==> src/design/hcpm_pkg.sv <==
package hcpm_pkg;
  localparam logic [7:0] OFS_WB_LO = 8'h88;
  localparam logic [7:0] OFS_WB_HI = 8'h8C;
  localparam logic [7:0] OFS_MASK = 8'h90;
  localparam logic [7:0] OFS_MASK_SET = 8'h94;
  localparam logic [7:0] OFS_MASK_CLR = 8'h98;
  localparam logic [7:0] OFS_PMON_CTRL = 8'hC0;
  localparam logic [7:0] OFS_CYC_LO = 8'hC4;
  localparam logic [7:0] OFS_CYC_HI = 8'hC8;
  localparam logic [7:0] OFS_DAT_LO = 8'hCC;
  localparam logic [7:0] OFS_DAT_HI = 8'hD0;
  localparam logic [7:0] OFS_RUN_CTRL = 8'hD4;
  // Implemented mask bits: 23:9 and 6:1
  localparam logic [31:0] MASK_VALID = 32'h00FF_FE7E;
  localparam logic [31:0] MASK_RESET = 32'h0000_0000;
  localparam logic [31:0] WB_RESET = 32'h0000_0000;
  localparam int PMON_ARM_BIT = 2;
  localparam int PMON_CLR_BIT = 1;
  localparam int PMON_AUTO_BIT = 0;
  localparam int CNT_WIDTH = 42;
  localparam int MAXED_BIT = 16;
  localparam logic [41:0] CNT_RESET = 42'h000_0000_0000;
  localparam int RUN_BIT = 0;
  localparam int MF_DESC_LSB = 19;
  localparam int MF_OUT_LSB = 14;
  localparam int MF_IN_LSB = 9;
  localparam int MF_FIELD_W = 5;
  localparam int MB_HALT_QUIET = 6;
  localparam int MB_BAD_SIZE = 5;
  localparam int MB_BAD_SIG = 4;
  localparam int MB_MISALIGN = 3;
  localparam int MB_MARK_DONE = 2;
  localparam int MB_MARK_HALT = 1;
endpackage

==> src/design/hcpm_regs.sv <==
// The implementer's own choice: the strobed register port.
`timescale 1ns/1ps
module hcpm_regs #(
  parameter int CNT_W = hcpm_pkg::CNT_WIDTH
) (
  // Clock and reset
  input wire logic refClk,
  input wire logic sysRst,
  // Register port
  input wire logic [7:0] regAddr,
  input wire logic [31:0] regWrData,
  input wire logic regWrStb,
  input wire logic regRdStb,
  output logic [31:0] regRdData,
  // Channel events, same clock
  input wire logic [31:0] statusLogged,
  input wire logic descHaltDone,
  input wire logic readBeatValid,
  // Block outputs
  output logic chanRun,
  output logic [63:0] wbAddr,
  output logic irqReq
);
  typedef struct packed {
    logic [31:0] wbLo;
    logic [31:0] wbHi;
    logic [31:0] mask;
    logic arm;
    logic auto;
    logic run;
    logic [CNT_W-1:0] cyc;
    logic [CNT_W-1:0] dat;
    logic cycMax;
    logic datMax;
    logic [31:0] rd;
    logic irq;
  } hcpm_state_t;

  hcpm_state_t st_ff, nxt_st;
  localparam logic [CNT_W-1:0] CNT_ONES = {CNT_W{1'b1}};

  function automatic logic isWr(input logic [7:0] a, input logic [7:0] o, input logic s);
    isWr = s && (a == o);
  endfunction

  function automatic logic [31:0] hiWord(input logic [CNT_W-1:0] c, input logic m);
    logic [31:0] w;
    w = 32'(c >> 32);
    w[hcpm_pkg::MAXED_BIT] = m;
    hiWord = w;
  endfunction

  // Request from the enabled fields only; reserved mask bits never contribute
  function automatic logic irqFromFields(input logic [31:0] sts, input logic [31:0] msk);
    logic [31:0] hit;
    logic req;
    hit = sts & msk;
    req = |hit[hcpm_pkg::MF_DESC_LSB +: hcpm_pkg::MF_FIELD_W];
    req = req | (|hit[hcpm_pkg::MF_IN_LSB +: hcpm_pkg::MF_FIELD_W]);
    req = req | (|hit[hcpm_pkg::MF_OUT_LSB +: hcpm_pkg::MF_FIELD_W]);
    req = req | hit[hcpm_pkg::MB_HALT_QUIET];
    req = req | hit[hcpm_pkg::MB_BAD_SIZE];
    req = req | hit[hcpm_pkg::MB_BAD_SIG];
    req = req | hit[hcpm_pkg::MB_MISALIGN];
    req = req | hit[hcpm_pkg::MB_MARK_DONE];
    req = req | hit[hcpm_pkg::MB_MARK_HALT];
    irqFromFields = req;
  endfunction

  logic runRise;
  logic counting;
  logic pmonClr;
  assign runRise = nxt_st.run && !st_ff.run;
  assign counting = st_ff.arm && st_ff.run;
  assign pmonClr = isWr(regAddr, hcpm_pkg::OFS_PMON_CTRL, regWrStb) && regWrData[hcpm_pkg::PMON_CLR_BIT];

  // Registered mask split into its named enable fields
  logic [hcpm_pkg::MF_FIELD_W-1:0] maskDescriptorFault;
  logic [hcpm_pkg::MF_FIELD_W-1:0] maskOutboundFault;
  logic [hcpm_pkg::MF_FIELD_W-1:0] maskInboundFault;
  logic maskHaltWhenQuiet;
  logic maskBadSize;
  logic maskBadSignature;
  logic maskMisaligned;
  logic maskMarkedDone;
  logic maskMarkedHalt;
  assign maskDescriptorFault = st_ff.mask[hcpm_pkg::MF_DESC_LSB +: hcpm_pkg::MF_FIELD_W];
  assign maskOutboundFault = st_ff.mask[hcpm_pkg::MF_OUT_LSB +: hcpm_pkg::MF_FIELD_W];
  assign maskInboundFault = st_ff.mask[hcpm_pkg::MF_IN_LSB +: hcpm_pkg::MF_FIELD_W];
  assign maskHaltWhenQuiet = st_ff.mask[hcpm_pkg::MB_HALT_QUIET];
  assign maskBadSize = st_ff.mask[hcpm_pkg::MB_BAD_SIZE];
  assign maskBadSignature = st_ff.mask[hcpm_pkg::MB_BAD_SIG];
  assign maskMisaligned = st_ff.mask[hcpm_pkg::MB_MISALIGN];
  assign maskMarkedDone = st_ff.mask[hcpm_pkg::MB_MARK_DONE];
  assign maskMarkedHalt = st_ff.mask[hcpm_pkg::MB_MARK_HALT];

  always_comb begin
    nxt_st = st_ff;
    // Writeback address
    if (isWr(regAddr, hcpm_pkg::OFS_WB_LO, regWrStb)) begin
      nxt_st.wbLo = regWrData;
    end
    if (isWr(regAddr, hcpm_pkg::OFS_WB_HI, regWrStb)) begin
      nxt_st.wbHi = regWrData;
    end
    // Mask, direct and aliases; reserved bits forced low
    if (isWr(regAddr, hcpm_pkg::OFS_MASK, regWrStb)) begin
      nxt_st.mask = regWrData & hcpm_pkg::MASK_VALID;
    end
    if (isWr(regAddr, hcpm_pkg::OFS_MASK_SET, regWrStb)) begin
      nxt_st.mask = st_ff.mask | (regWrData & hcpm_pkg::MASK_VALID);
    end
    if (isWr(regAddr, hcpm_pkg::OFS_MASK_CLR, regWrStb)) begin
      nxt_st.mask = st_ff.mask & ~regWrData;
    end
    // Channel run control
    if (isWr(regAddr, hcpm_pkg::OFS_RUN_CTRL, regWrStb)) begin
      nxt_st.run = regWrData[hcpm_pkg::RUN_BIT];
    end
    // Monitor control
    if (isWr(regAddr, hcpm_pkg::OFS_PMON_CTRL, regWrStb)) begin
      nxt_st.arm = regWrData[hcpm_pkg::PMON_ARM_BIT];
      nxt_st.auto = regWrData[hcpm_pkg::PMON_AUTO_BIT];
    end
    if (st_ff.auto && descHaltDone && counting) begin
      nxt_st.arm = 1'b0;
    end
    // Counters count only while armed and channel running
    if (counting) begin
      if (st_ff.cyc != CNT_ONES) begin
        nxt_st.cyc = st_ff.cyc + 1'b1;
      end
      if (readBeatValid && st_ff.dat != CNT_ONES) begin
        nxt_st.dat = st_ff.dat + 1'b1;
      end
    end
    if (nxt_st.cyc == CNT_ONES) begin
      nxt_st.cycMax = 1'b1;
    end
    if (nxt_st.dat == CNT_ONES) begin
      nxt_st.datMax = 1'b1;
    end
    if (pmonClr || (st_ff.auto && runRise)) begin
      nxt_st.cyc = CNT_W'(hcpm_pkg::CNT_RESET);
      nxt_st.dat = CNT_W'(hcpm_pkg::CNT_RESET);
      nxt_st.cycMax = 1'b0;
      nxt_st.datMax = 1'b0;
    end
    // Interrupt level from logged status and mask
    nxt_st.irq = irqFromFields(statusLogged, nxt_st.mask);
    // Read data, valid only in cycle after strobe
    nxt_st.rd = 32'h0000_0000;
    if (regRdStb) begin
      case (regAddr)
        hcpm_pkg::OFS_WB_LO: nxt_st.rd = st_ff.wbLo;
        hcpm_pkg::OFS_WB_HI: nxt_st.rd = st_ff.wbHi;
        hcpm_pkg::OFS_MASK: nxt_st.rd = st_ff.mask;
        hcpm_pkg::OFS_PMON_CTRL: begin
          nxt_st.rd[hcpm_pkg::PMON_ARM_BIT] = st_ff.arm;
          nxt_st.rd[hcpm_pkg::PMON_AUTO_BIT] = st_ff.auto;
        end
        hcpm_pkg::OFS_CYC_LO: nxt_st.rd = 32'(st_ff.cyc);
        hcpm_pkg::OFS_CYC_HI: nxt_st.rd = hiWord(st_ff.cyc, st_ff.cycMax);
        hcpm_pkg::OFS_DAT_LO: nxt_st.rd = 32'(st_ff.dat);
        hcpm_pkg::OFS_DAT_HI: nxt_st.rd = hiWord(st_ff.dat, st_ff.datMax);
        hcpm_pkg::OFS_RUN_CTRL: nxt_st.rd[hcpm_pkg::RUN_BIT] = st_ff.run;
        default: nxt_st.rd = 32'h0000_0000;
      endcase
    end
  end

  always_ff @(posedge refClk) begin
    if (sysRst) begin
      st_ff <= '0;
    end else begin
      st_ff <= nxt_st;
    end
  end

  assign regRdData = st_ff.rd;
  assign chanRun = st_ff.run;
  assign wbAddr = {st_ff.wbHi, st_ff.wbLo};
  assign irqReq = st_ff.irq;

  // Writeback address
  AST_WB_HI_WRITE: assert property (@(posedge refClk) disable iff (sysRst)
    isWr(regAddr, hcpm_pkg::OFS_WB_HI, regWrStb)
    |=> wbAddr[63:32] == $past(regWrData))
    else $error("upper writeback word not stored");

  AST_WB_LO_WRITE: assert property (@(posedge refClk) disable iff (sysRst)
    isWr(regAddr, hcpm_pkg::OFS_WB_LO, regWrStb)
    |=> wbAddr[31:0] == $past(regWrData))
    else $error("lower writeback word not stored");

  AST_WB_HOLD: assert property (@(posedge refClk) disable iff (sysRst)
    !isWr(regAddr, hcpm_pkg::OFS_WB_HI, regWrStb) && !isWr(regAddr, hcpm_pkg::OFS_WB_LO, regWrStb)
    |=> $stable(wbAddr))
    else $error("writeback address changed without a write");

  // Mask and interrupt request
  AST_MASK_DIRECT: assert property (@(posedge refClk) disable iff (sysRst)
    isWr(regAddr, hcpm_pkg::OFS_MASK, regWrStb)
    |=> st_ff.mask == ($past(regWrData) & hcpm_pkg::MASK_VALID))
    else $error("mask write not stored");

  AST_MASK_RSVD: assert property (@(posedge refClk) disable iff (sysRst)
    (st_ff.mask & ~hcpm_pkg::MASK_VALID)
    == 32'h0000_0000)
    else $error("reserved mask bit set");

  AST_MASK_SET: assert property (@(posedge refClk) disable iff (sysRst)
    isWr(regAddr, hcpm_pkg::OFS_MASK_SET, regWrStb)
    |=> st_ff.mask == ($past(st_ff.mask) | ($past(regWrData) & hcpm_pkg::MASK_VALID)))
    else $error("mask set alias wrong");

  AST_MASK_CLR: assert property (@(posedge refClk) disable iff (sysRst)
    isWr(regAddr, hcpm_pkg::OFS_MASK_CLR, regWrStb)
    |=> st_ff.mask == ($past(st_ff.mask) & ~$past(regWrData)))
    else $error("mask clear alias wrong");

  AST_IRQ_LEVEL: assert property (@(posedge refClk) disable iff (sysRst)
    ##1 irqReq
    == |($past(statusLogged) & st_ff.mask))
    else $error("interrupt level mismatch");

  AST_IRQ_DESC_FAULT: assert property (@(posedge refClk) disable iff (sysRst)
    ##1 !(|($past(statusLogged[hcpm_pkg::MF_DESC_LSB +: hcpm_pkg::MF_FIELD_W]) & maskDescriptorFault))
    || irqReq)
    else $error("descriptor fault enable ignored");

  AST_IRQ_INBOUND: assert property (@(posedge refClk) disable iff (sysRst)
    ##1 !(|($past(statusLogged[hcpm_pkg::MF_IN_LSB +: hcpm_pkg::MF_FIELD_W]) & maskInboundFault))
    || irqReq)
    else $error("inbound fault enable ignored");

  AST_IRQ_OUTBOUND: assert property (@(posedge refClk) disable iff (sysRst)
    ##1 !(|($past(statusLogged[hcpm_pkg::MF_OUT_LSB +: hcpm_pkg::MF_FIELD_W]) & maskOutboundFault))
    || irqReq)
    else $error("outbound fault enable ignored");

  AST_IRQ_HALT_QUIET: assert property (@(posedge refClk) disable iff (sysRst)
    ##1 !($past(statusLogged[hcpm_pkg::MB_HALT_QUIET]) && maskHaltWhenQuiet)
    || irqReq)
    else $error("quiet halt enable ignored");

  AST_IRQ_BAD_SIZE: assert property (@(posedge refClk) disable iff (sysRst)
    ##1 !($past(statusLogged[hcpm_pkg::MB_BAD_SIZE]) && maskBadSize)
    || irqReq)
    else $error("bad size enable ignored");

  AST_IRQ_BAD_SIG: assert property (@(posedge refClk) disable iff (sysRst)
    ##1 !($past(statusLogged[hcpm_pkg::MB_BAD_SIG]) && maskBadSignature)
    || irqReq)
    else $error("bad signature enable ignored");

  AST_IRQ_MISALIGN: assert property (@(posedge refClk) disable iff (sysRst)
    ##1 !($past(statusLogged[hcpm_pkg::MB_MISALIGN]) && maskMisaligned)
    || irqReq)
    else $error("misaligned enable ignored");

  AST_IRQ_MARK_DONE: assert property (@(posedge refClk) disable iff (sysRst)
    ##1 !($past(statusLogged[hcpm_pkg::MB_MARK_DONE]) && maskMarkedDone)
    || irqReq)
    else $error("marked done enable ignored");

  AST_IRQ_MARK_HALT: assert property (@(posedge refClk) disable iff (sysRst)
    ##1 !($past(statusLogged[hcpm_pkg::MB_MARK_HALT]) && maskMarkedHalt)
    || irqReq)
    else $error("marked halt enable ignored");

  // Run and monitor control
  AST_RUN_WRITE: assert property (@(posedge refClk) disable iff (sysRst)
    isWr(regAddr, hcpm_pkg::OFS_RUN_CTRL, regWrStb)
    |=> chanRun == $past(regWrData[hcpm_pkg::RUN_BIT]))
    else $error("channel run bit not stored");

  AST_ARM_WRITE: assert property (@(posedge refClk) disable iff (sysRst)
    isWr(regAddr, hcpm_pkg::OFS_PMON_CTRL, regWrStb) && !(st_ff.auto && descHaltDone && counting)
    |=> st_ff.arm == $past(regWrData[hcpm_pkg::PMON_ARM_BIT]))
    else $error("monitor arm bit not stored");

  // Performance counters
  AST_NO_COUNT_IDLE: assert property (@(posedge refClk) disable iff (sysRst)
    !counting && !pmonClr && !(st_ff.auto && runRise)
    |=> $stable(st_ff.cyc) && $stable(st_ff.dat))
    else $error("counter moved while not counting");

  AST_CYC_INC: assert property (@(posedge refClk) disable iff (sysRst)
    counting && !pmonClr && !(st_ff.auto && runRise) && st_ff.cyc != CNT_ONES
    |=> st_ff.cyc == $past(st_ff.cyc) + 1'b1)
    else $error("cycle counter did not step");

  AST_DAT_INC: assert property (@(posedge refClk) disable iff (sysRst)
    counting && readBeatValid && !pmonClr && !(st_ff.auto && runRise) && st_ff.dat != CNT_ONES
    |=> st_ff.dat == $past(st_ff.dat) + 1'b1)
    else $error("beat counter did not step");

  AST_DAT_IDLE: assert property (@(posedge refClk) disable iff (sysRst)
    !readBeatValid && !pmonClr && !(st_ff.auto && runRise)
    |=> $stable(st_ff.dat))
    else $error("beat counter moved without a beat");

  AST_CLEAR: assert property (@(posedge refClk) disable iff (sysRst)
    pmonClr
    |=> st_ff.cyc == '0 && st_ff.dat == '0 && !st_ff.cycMax && !st_ff.datMax)
    else $error("monitor clear failed");

  AST_SATURATE: assert property (@(posedge refClk) disable iff (sysRst)
    st_ff.cyc == CNT_ONES && !pmonClr && !(st_ff.auto && runRise)
    |=> st_ff.cyc == CNT_ONES && st_ff.cycMax)
    else $error("cycle counter wrapped");

  AST_DAT_SATURATE: assert property (@(posedge refClk) disable iff (sysRst)
    st_ff.dat == CNT_ONES && !pmonClr && !(st_ff.auto && runRise)
    |=> st_ff.dat == CNT_ONES && st_ff.datMax)
    else $error("beat counter wrapped");

  AST_CYC_MAXED: assert property (@(posedge refClk) disable iff (sysRst)
    st_ff.cycMax
    == (st_ff.cyc == CNT_ONES))
    else $error("cycle maxed flag wrong");

  AST_DAT_MAXED: assert property (@(posedge refClk) disable iff (sysRst)
    st_ff.datMax
    == (st_ff.dat == CNT_ONES))
    else $error("beat maxed flag wrong");

  AST_AUTO_STOP: assert property (@(posedge refClk) disable iff (sysRst)
    st_ff.auto && descHaltDone && counting && !isWr(regAddr, hcpm_pkg::OFS_PMON_CTRL, regWrStb)
    |=> !st_ff.arm)
    else $error("auto stop missed");

  AST_AUTO_CLR: assert property (@(posedge refClk) disable iff (sysRst)
    st_ff.auto && runRise
    |=> st_ff.cyc == '0 && st_ff.dat == '0 && !st_ff.cycMax && !st_ff.datMax)
    else $error("auto clear missed");

  // Read port
  AST_RD_IDLE: assert property (@(posedge refClk) disable iff (sysRst)
    !regRdStb
    |=> regRdData == 32'h0000_0000)
    else $error("read data outside its cycle");

  AST_RD_MASK: assert property (@(posedge refClk) disable iff (sysRst)
    regRdStb && regAddr == hcpm_pkg::OFS_MASK
    |=> regRdData == $past(st_ff.mask))
    else $error("mask read wrong");

  AST_RD_ALIAS_ZERO: assert property (@(posedge refClk) disable iff (sysRst)
    regRdStb && (regAddr == hcpm_pkg::OFS_MASK_SET || regAddr == hcpm_pkg::OFS_MASK_CLR)
    |=> regRdData == 32'h0000_0000)
    else $error("alias read not zero");

  AST_RD_CYC_HI: assert property (@(posedge refClk) disable iff (sysRst)
    regRdStb && regAddr == hcpm_pkg::OFS_CYC_HI
    |=> regRdData[hcpm_pkg::MAXED_BIT] == $past(st_ff.cycMax))
    else $error("cycle maxed read wrong");

  AST_RD_DAT_HI: assert property (@(posedge refClk) disable iff (sysRst)
    regRdStb && regAddr == hcpm_pkg::OFS_DAT_HI
    |=> regRdData[15:10] == 6'h00 && regRdData[hcpm_pkg::MAXED_BIT] == $past(st_ff.datMax))
    else $error("beat upper word read wrong");

  AST_RD_RUN: assert property (@(posedge refClk) disable iff (sysRst)
    regRdStb && regAddr == hcpm_pkg::OFS_RUN_CTRL
    |=> regRdData == {31'h0000_0000, $past(st_ff.run)})
    else $error("run bit read wrong");

  // Main scenarios
  CVR_COUNTING: cover property (@(posedge refClk) disable iff (sysRst) counting && readBeatValid);
  CVR_IRQ: cover property (@(posedge refClk) disable iff (sysRst) $rose(irqReq));
  CVR_AUTO_STOP: cover property (@(posedge refClk) disable iff (sysRst) st_ff.auto && descHaltDone && counting);
  CVR_SATURATED: cover property (@(posedge refClk) disable iff (sysRst) st_ff.cycMax && st_ff.datMax);
  CVR_AUTO_CLEAR: cover property (@(posedge refClk) disable iff (sysRst) st_ff.auto && runRise);
endmodule

==> config.mk <==
export PLATFORM = sky130hd
export DESIGN_NAME = hcpm_regs
export DESIGN_NICKNAME = d
export VERILOG_FILES = /design/src/design/hcpm_pkg.sv /design/src/design/hcpm_regs.sv
export SDC_FILE = /design/constraint.sdc
export NUM_CORES = 1
export LEC_CHECK = 0
export BUFFER_PORTS_ARGS = -buffer_cell sky130_fd_sc_hd__buf_2
export CAP_MARGIN = 20
export CORE_ASPECT_RATIO = 0.7
export CORE_MARGIN = 10
export CORE_UTILIZATION = 59
export CTS_BUF_LIST = sky130_fd_sc_hd__clkbuf_2 sky130_fd_sc_hd__clkbuf_4 sky130_fd_sc_hd__clkbuf_8
export CTS_CLUSTER_SIZE = 16
export DETAILED_ROUTE_END_ITERATION = 16
export GPL_ROUTABILITY_DRIVEN = 0
export PLACE_DENSITY = 0.86
export SLEW_MARGIN = 20
export SYNTH_ARGS = -nofsm -noshare
export SYNTH_HDL_FRONTEND = slang
export SYNTH_SLANG_ARGS = --single-unit
==> constraint.sdc <==
create_clock -name refClk -period 3.6 [get_ports refClk]
set_input_delay 0.72 -clock refClk [delete_from_list [all_inputs] [get_ports refClk]]
set_output_delay 0.72 -clock refClk [all_outputs]
set_load 0.02 [all_outputs]
Word level (Yosys, flattened, before mapping)
Cells that the tools add are included.

storage, ports and cells
  register bits = 218
  input bits = 78
  output and inout port bits = 98

cells by class
  eq/ne operators = 15
  add/sub/neg operators = 2
  muxes and demuxes = 11
  reductions and logical operators = 22
  bitwise operators = 13

operator list
  cell                                            number
  case mux 29 bit (7 select lines)                1
  2-to-1 mux 32 bit                               3
  equality test 8 bit (second input constant)     11
  adder 42 x 1 -> 42 bit (second input constant)  2
  equality test 42 bit (second input constant)    2
  2-to-1 mux 42 bit                               2
  2-to-1 mux 84 bit                               1
  inequality test 42 bit (second input constant)  2
  AND 32 bit                                      1
  NOT 32 bit                                      1
  bitwise OR 32 x 24 -> 32 bit                    1
  AND 24 bit                                      1
  OR reduction 5 bit                              3
  logical AND 1 bit                               14
  case mux 1 bit (9 select lines)                 1
  bitwise OR 1 bit                                8
  case mux 1 bit (8 select lines)                 1
  case mux 1 bit (7 select lines)                 1
  OR reduction 2 bit                              3
  logical NOT 1 bit                               1
  logical OR 1 bit                                1
  2-to-1 mux 1 bit                                1
  NOT 1 bit                                       1

Longest topological paths before layout
  depth in word-level cells = 15
  depth in mapped cells = 11
  mapped depth without buffers = 9

Worst setup path before layout
Ideal clock, no wire load.

  path kind = register to register
  from = register st_ff[109] in the netlist's numbering
  to = register st_ff[34] in the netlist's numbering
  cell stages (with the launch flop) = 10
  path buffers = 1
  data arrival time = 2.727 ns
  data required time = 3.516 ns
  setup time = 0.084 ns
  clock period less this slack = 2.811 ns
  path slack = 0.789 ns
  path through = dfxtp_1 > clkbuf_1 > nand3_1 > or3_4 > nor4_4 > a31oi_4 > or4b_1 > a21o_1 > a2111o_1 > o31ai_2

on the way
  cells in the longest elaborated chain, start to end = 4
  elaborated cells between the ends (all ways) = 5
  classes of those cells = 1 x add/sub; 2 x eq/ne; 2 x mux

ends and longest elaborated chain
  element                                                           line                                RTL
  start: declaration                                                hcpm_regs.sv:39                     hcpm_state_t st_ff, nxt_st;
  start signal: assignment                                          hcpm_regs.sv:176                    st_ff <= nxt_st;
  adder 42 x 1 -> 42 bit or inequality test 42 bit (tied branches)  hcpm_regs.sv:131, hcpm_regs.sv:130
  2-to-1 mux 42 bit                                                 hcpm_regs.sv:130                    if (st_ff.cyc != CNT_ONES) begin
  2-to-1 mux 84 bit *                                               hcpm_regs.sv:129                    if (counting) begin
  equality test 42 bit *                                            hcpm_regs.sv:137                    if (nxt_st.cyc == CNT_ONES) begin

Every way passes the cells marked *; elsewhere a longest branch is shown, timed or not.
A chain may end at the register's enable or synchronous reset.

Final worst setup path
  from = register st_ff[112] in the netlist's numbering
  to = register st_ff[34] in the netlist's numbering

Same word-level chain as after synthesis.

==> run summary <==
Power Density: 400 nW/um2
Slew Viols, Final: 0
syn_nets: 1444
Worst Setup Start Kind: flop
Leak: 4.40 nW
skew final: 0.0199 ns
delay of the slowest cell on the worst path: 0.60 ns
Netlist cell types: 68
TNS Setup: 0 ns
Post-synth EDFFs: 0
clk slew on worst S/H paths: 0.08 ns
Setup WS post-layout: 0.156 ns
Comb pwr share: 3.0%
CP Data Required Time: 4.05 ns
final global-route overflow total: 0
Sequential Power Share: 49.7%
Worst Hold Class: input port to flop
hpwl dp: 27400 um
WP data arrival: 3.89 ns
R2R Path Start: st_ff[112]$_SDFF_PP0_
CTS Sinks: 218
crit path capture type: flop
Levels on crit path: 8
Place WS: 0.326 ns
Routed Antenna Nets: 0
htree depth: 2
Fin. Hold Viols: 0
NetSw: 1.13 mW
count of state elements after synthesis: 218
sequential area share after synthesis: 39.8%
peak supply drop: 0.275 mV
largest net degree at the start of global routing: 75
run status: complete, no violations
clk buf depth: 3
first-pass detailed-route iteration total: 6
Starting Density: 60.6%
layout net count: 1503
CP Buf/Inv Count: 0
Core Region: 18100 um2
Most used DFF post-synth: dfxtp_1
Final Setup Violations: 0
post-CTS resize count: 0
GRT Resource Usage Total: 28.8%
worst path cell trace: nand4_2, nor4_1, nand4_2, and4_1, xnor2_1, or4_1, or4_1, o31ai_2
syn avg cell area: 8.04 um2
WL/cell: 22.2 um
routed vias: 11000
Routed WL: 37400 um
P_int: 3.73 mW
Reg-to-Reg End: st_ff[34]$_SDFFE_PP0N_
Setup crit end: st_ff[34]$_SDFFE_PP0N_
relative slew slack: 34.1%
YS warnings: 0
vias per cell: 6.52
clock network power share: 47.3%
Die ar.: 24500 um2
Inserted Clock Buffers: 35
Post-Syn Area: 11000 um2
Net Sw Frac: 23.3%
chip height: 134 um
Crit-path slowest cell: or4_1
CTS tree: yes
layout cell share with drive strength beyond 1: 20.2%
Area Overhead vs Synth: 10.7%
I/O Pins: 176
Worst Reg-to-Reg Cells: 8
Slew @ Worst Pin: 0.985 ns
initial antenna violation count: 2
Skew-Pair Late Insertion Delay: 0.53 ns
n_diodes: 0
Tcrit/Tclk final: 95.7%
RSZ-0062 raised after global routing: no
global-route wire length before repair: 57100 um
vias in the first global route: 10100
IO Port Bufs: 164
FMAX: 0.290 GHz
share of async-settable or async-resettable flops after synthesis: 0%
Post-Syn Instances: 1364
CTS hold repair buffers: 0
max_cap viols: 0
fill count: 1443
buffers inserted by post-CTS timing repair: 0
site row count: 41
Die Wd: 183 um
Root Buffer: clkbuf_8
crit-path leading delay family: simple AND/OR/NAND/NOR gates
min Tclk post-route: 3.44 ns
type of the worst setup path: flop to flop
1st-iter DRT viols: 1700
crit path launch: st_ff[112]$_SDFF_PP0_
hold depth: 2
Max Fanout on Critical Path: 9
flop2flop setup slack: 0.16 ns
# DRC: 0
## sequential cells by signal, summed over array words and instances, names as in the netlist, named ones only
| signal | cells |
|---|---|
| st_ff | 96 |
| irqReq | 1 |
| maskBadSignature | 1 |
| maskMarkedHalt | 1 |
| maskMisaligned | 1 |
| maskInboundFault | 5 |
| maskMarkedDone | 1 |
| wbAddr | 64 |
| maskDescriptorFault | 5 |
| maskHaltWhenQuiet | 1 |
| chanRun | 1 |
| regRdData | 32 |
| maskBadSize | 1 |
| maskOutboundFault | 5 |
## power by group through the flow
| stage | registers [mW] | logic, mW | clock network [mW] |
|---|---|---|---|
| 2_1_floorplan | 2.47 | 0.0565 | 0 |
| 3_3_place_gp | 2.47 | 0.138 | 0 |
| 3_5_place_dp | 2.47 | 0.140 | 0 |
| 4_1_cts | 2.41 | 0.141 | 2.29 |
| 5_1_grt | 2.41 | 0.155 | 2.40 |
| 6_report | 2.41 | 0.146 | 2.29 |
## how the worst min path moves through the flow
stage               slack (ns)                      end                    start
global placement          0.45   st_ff[33]$_SDFFE_PP0N_   st_ff[33]$_SDFFE_PP0N_
finish                    0.42  st_ff[121]$_SDFFE_PP0P_             descHaltDone
detailed placement        0.46  wbAddr[18]$_SDFFE_PP0P_  wbAddr[18]$_SDFFE_PP0P_
floorplan                 0.42   st_ff[33]$_SDFFE_PP0N_   st_ff[33]$_SDFFE_PP0N_
global route              0.41  st_ff[121]$_SDFFE_PP0P_             descHaltDone
CTS                       0.42  st_ff[121]$_SDFFE_PP0P_             descHaltDone
## cells by family after synthesis
logic type | after synthesis | share of synthesized area, %
muxes | 16 | 1.46
DFF | 218 | 39.8
buffers and inverters | 198 | 10.2
adders and majority gates | 2 | 0.228
and+or+nand+nor | 582 | 25.8
AOI/OAI and AO/OA | 273 | 16.5
xor gates and xnor gates | 75 | 5.99
## cells in the final DEF, fill, tap and decap left out, types with 4 or more instances in the layout
| cell type | n |
|---|---|
| a21oi_1 | 107 |
| a221oi_1 | 9 |
| a222oi_1 | 16 |
| a22o_1 | 9 |
| a22oi_1 | 55 |
| a31oi_1 | 21 |
| a32oi_1 | 4 |
| and2_1 | 12 |
| and3_1 | 11 |
| and3b_1 | 12 |
| and4_1 | 13 |
| buf_2 | 163 |
| buf_4 | 39 |
| clkbuf_4 | 4 |
| clkbuf_8 | 46 |
| clkinv_2 | 9 |
| dfxtp_1 | 218 |
| inv_1 | 16 |
| mux2i_1 | 16 |
| nand2_1 | 220 |
| nand2b_1 | 5 |
| nand3_1 | 48 |
| nand3b_1 | 4 |
| nand4_1 | 30 |
| nor2_1 | 134 |
| nor2b_1 | 15 |
| nor3_1 | 19 |
| nor3b_1 | 4 |
| nor4_1 | 11 |
| nor4b_1 | 5 |
| o211ai_1 | 4 |
| o21ai_0 | 21 |
| o22ai_1 | 4 |
| or2_2 | 5 |
| or3_1 | 10 |
| or4_1 | 5 |
| xnor2_1 | 40 |
| xor2_1 | 35 |
## layout make-up
| cell class | count | area [um2] | share of cell area (%) |
|---|---|---|---|
| Clock buffer | 50 | 663 | 5.46 |
| Sequential cell | 218 | 4360 | 35.9 |
| Inverter | 16 | 60.1 | 0.495 |
| Multi-Input combinational cell | 948 | 5520 | 45.5 |
| Tap cell | 236 | 295 | 2.43 |
| Timing Repair Buffer | 204 | 1150 | 9.46 |
| Clock inverter | 12 | 91.3 | 0.752 |
## cell usage after synthesis, types with 21 or more instances
master	number	area, um2
xor2_1	35	307
nand4_1	30	188
a31oi_1	21	131
nor3_1	21	105
a22oi_1	55	413
buf_4	97	728
a21oi_1	107	536
nand3_1	48	240
nor2_1	136	510
o21ai_0	21	105
dfxtp_1	218	4360
clkbuf_1	71	267
nand2_1	220	826
xnor2_1	40	350
## per-stage QoR
stage | hold WS (ns) | std cells | total power, mW | area (um2) | util, %
final | 0.424 | 1684 | 4.85 | 12100 | 67.0
after global routing | 0.412 | 1684 | 4.97 | 12100 | 67.0
after CTS | 0.415 | 1684 | 4.85 | 12100 | 67.0
after detailed placement | 0.458 | 1622 | 2.61 | 11400 | 62.9
after global placement | 0.449 | 1622 | 2.61 | 11400 | 62.9
after floorplan | 0.420 | 1364 | 2.52 | 11000 | -
## metal layers
metal	vias up	global-route usage [%]	wire length, um
met5	-	0	13
met4	2	11.1	1510
met2	960	39.4	14700
li1	4835	-	-
met1	5052	39.5	14900
met3	131	11.2	6250
## worst register-to-register path: cells and delay by family, from the launching register on
kind / cells / cell delay (ns)
DFF: 1 / 0.45
xor gates and xnor gates: 1 / 0.14
and+or+nand+nor: 6 / 2.55
AOI/OAI and AO/OA: 1 / 0.24
Power figures use the tool's default switching activity.
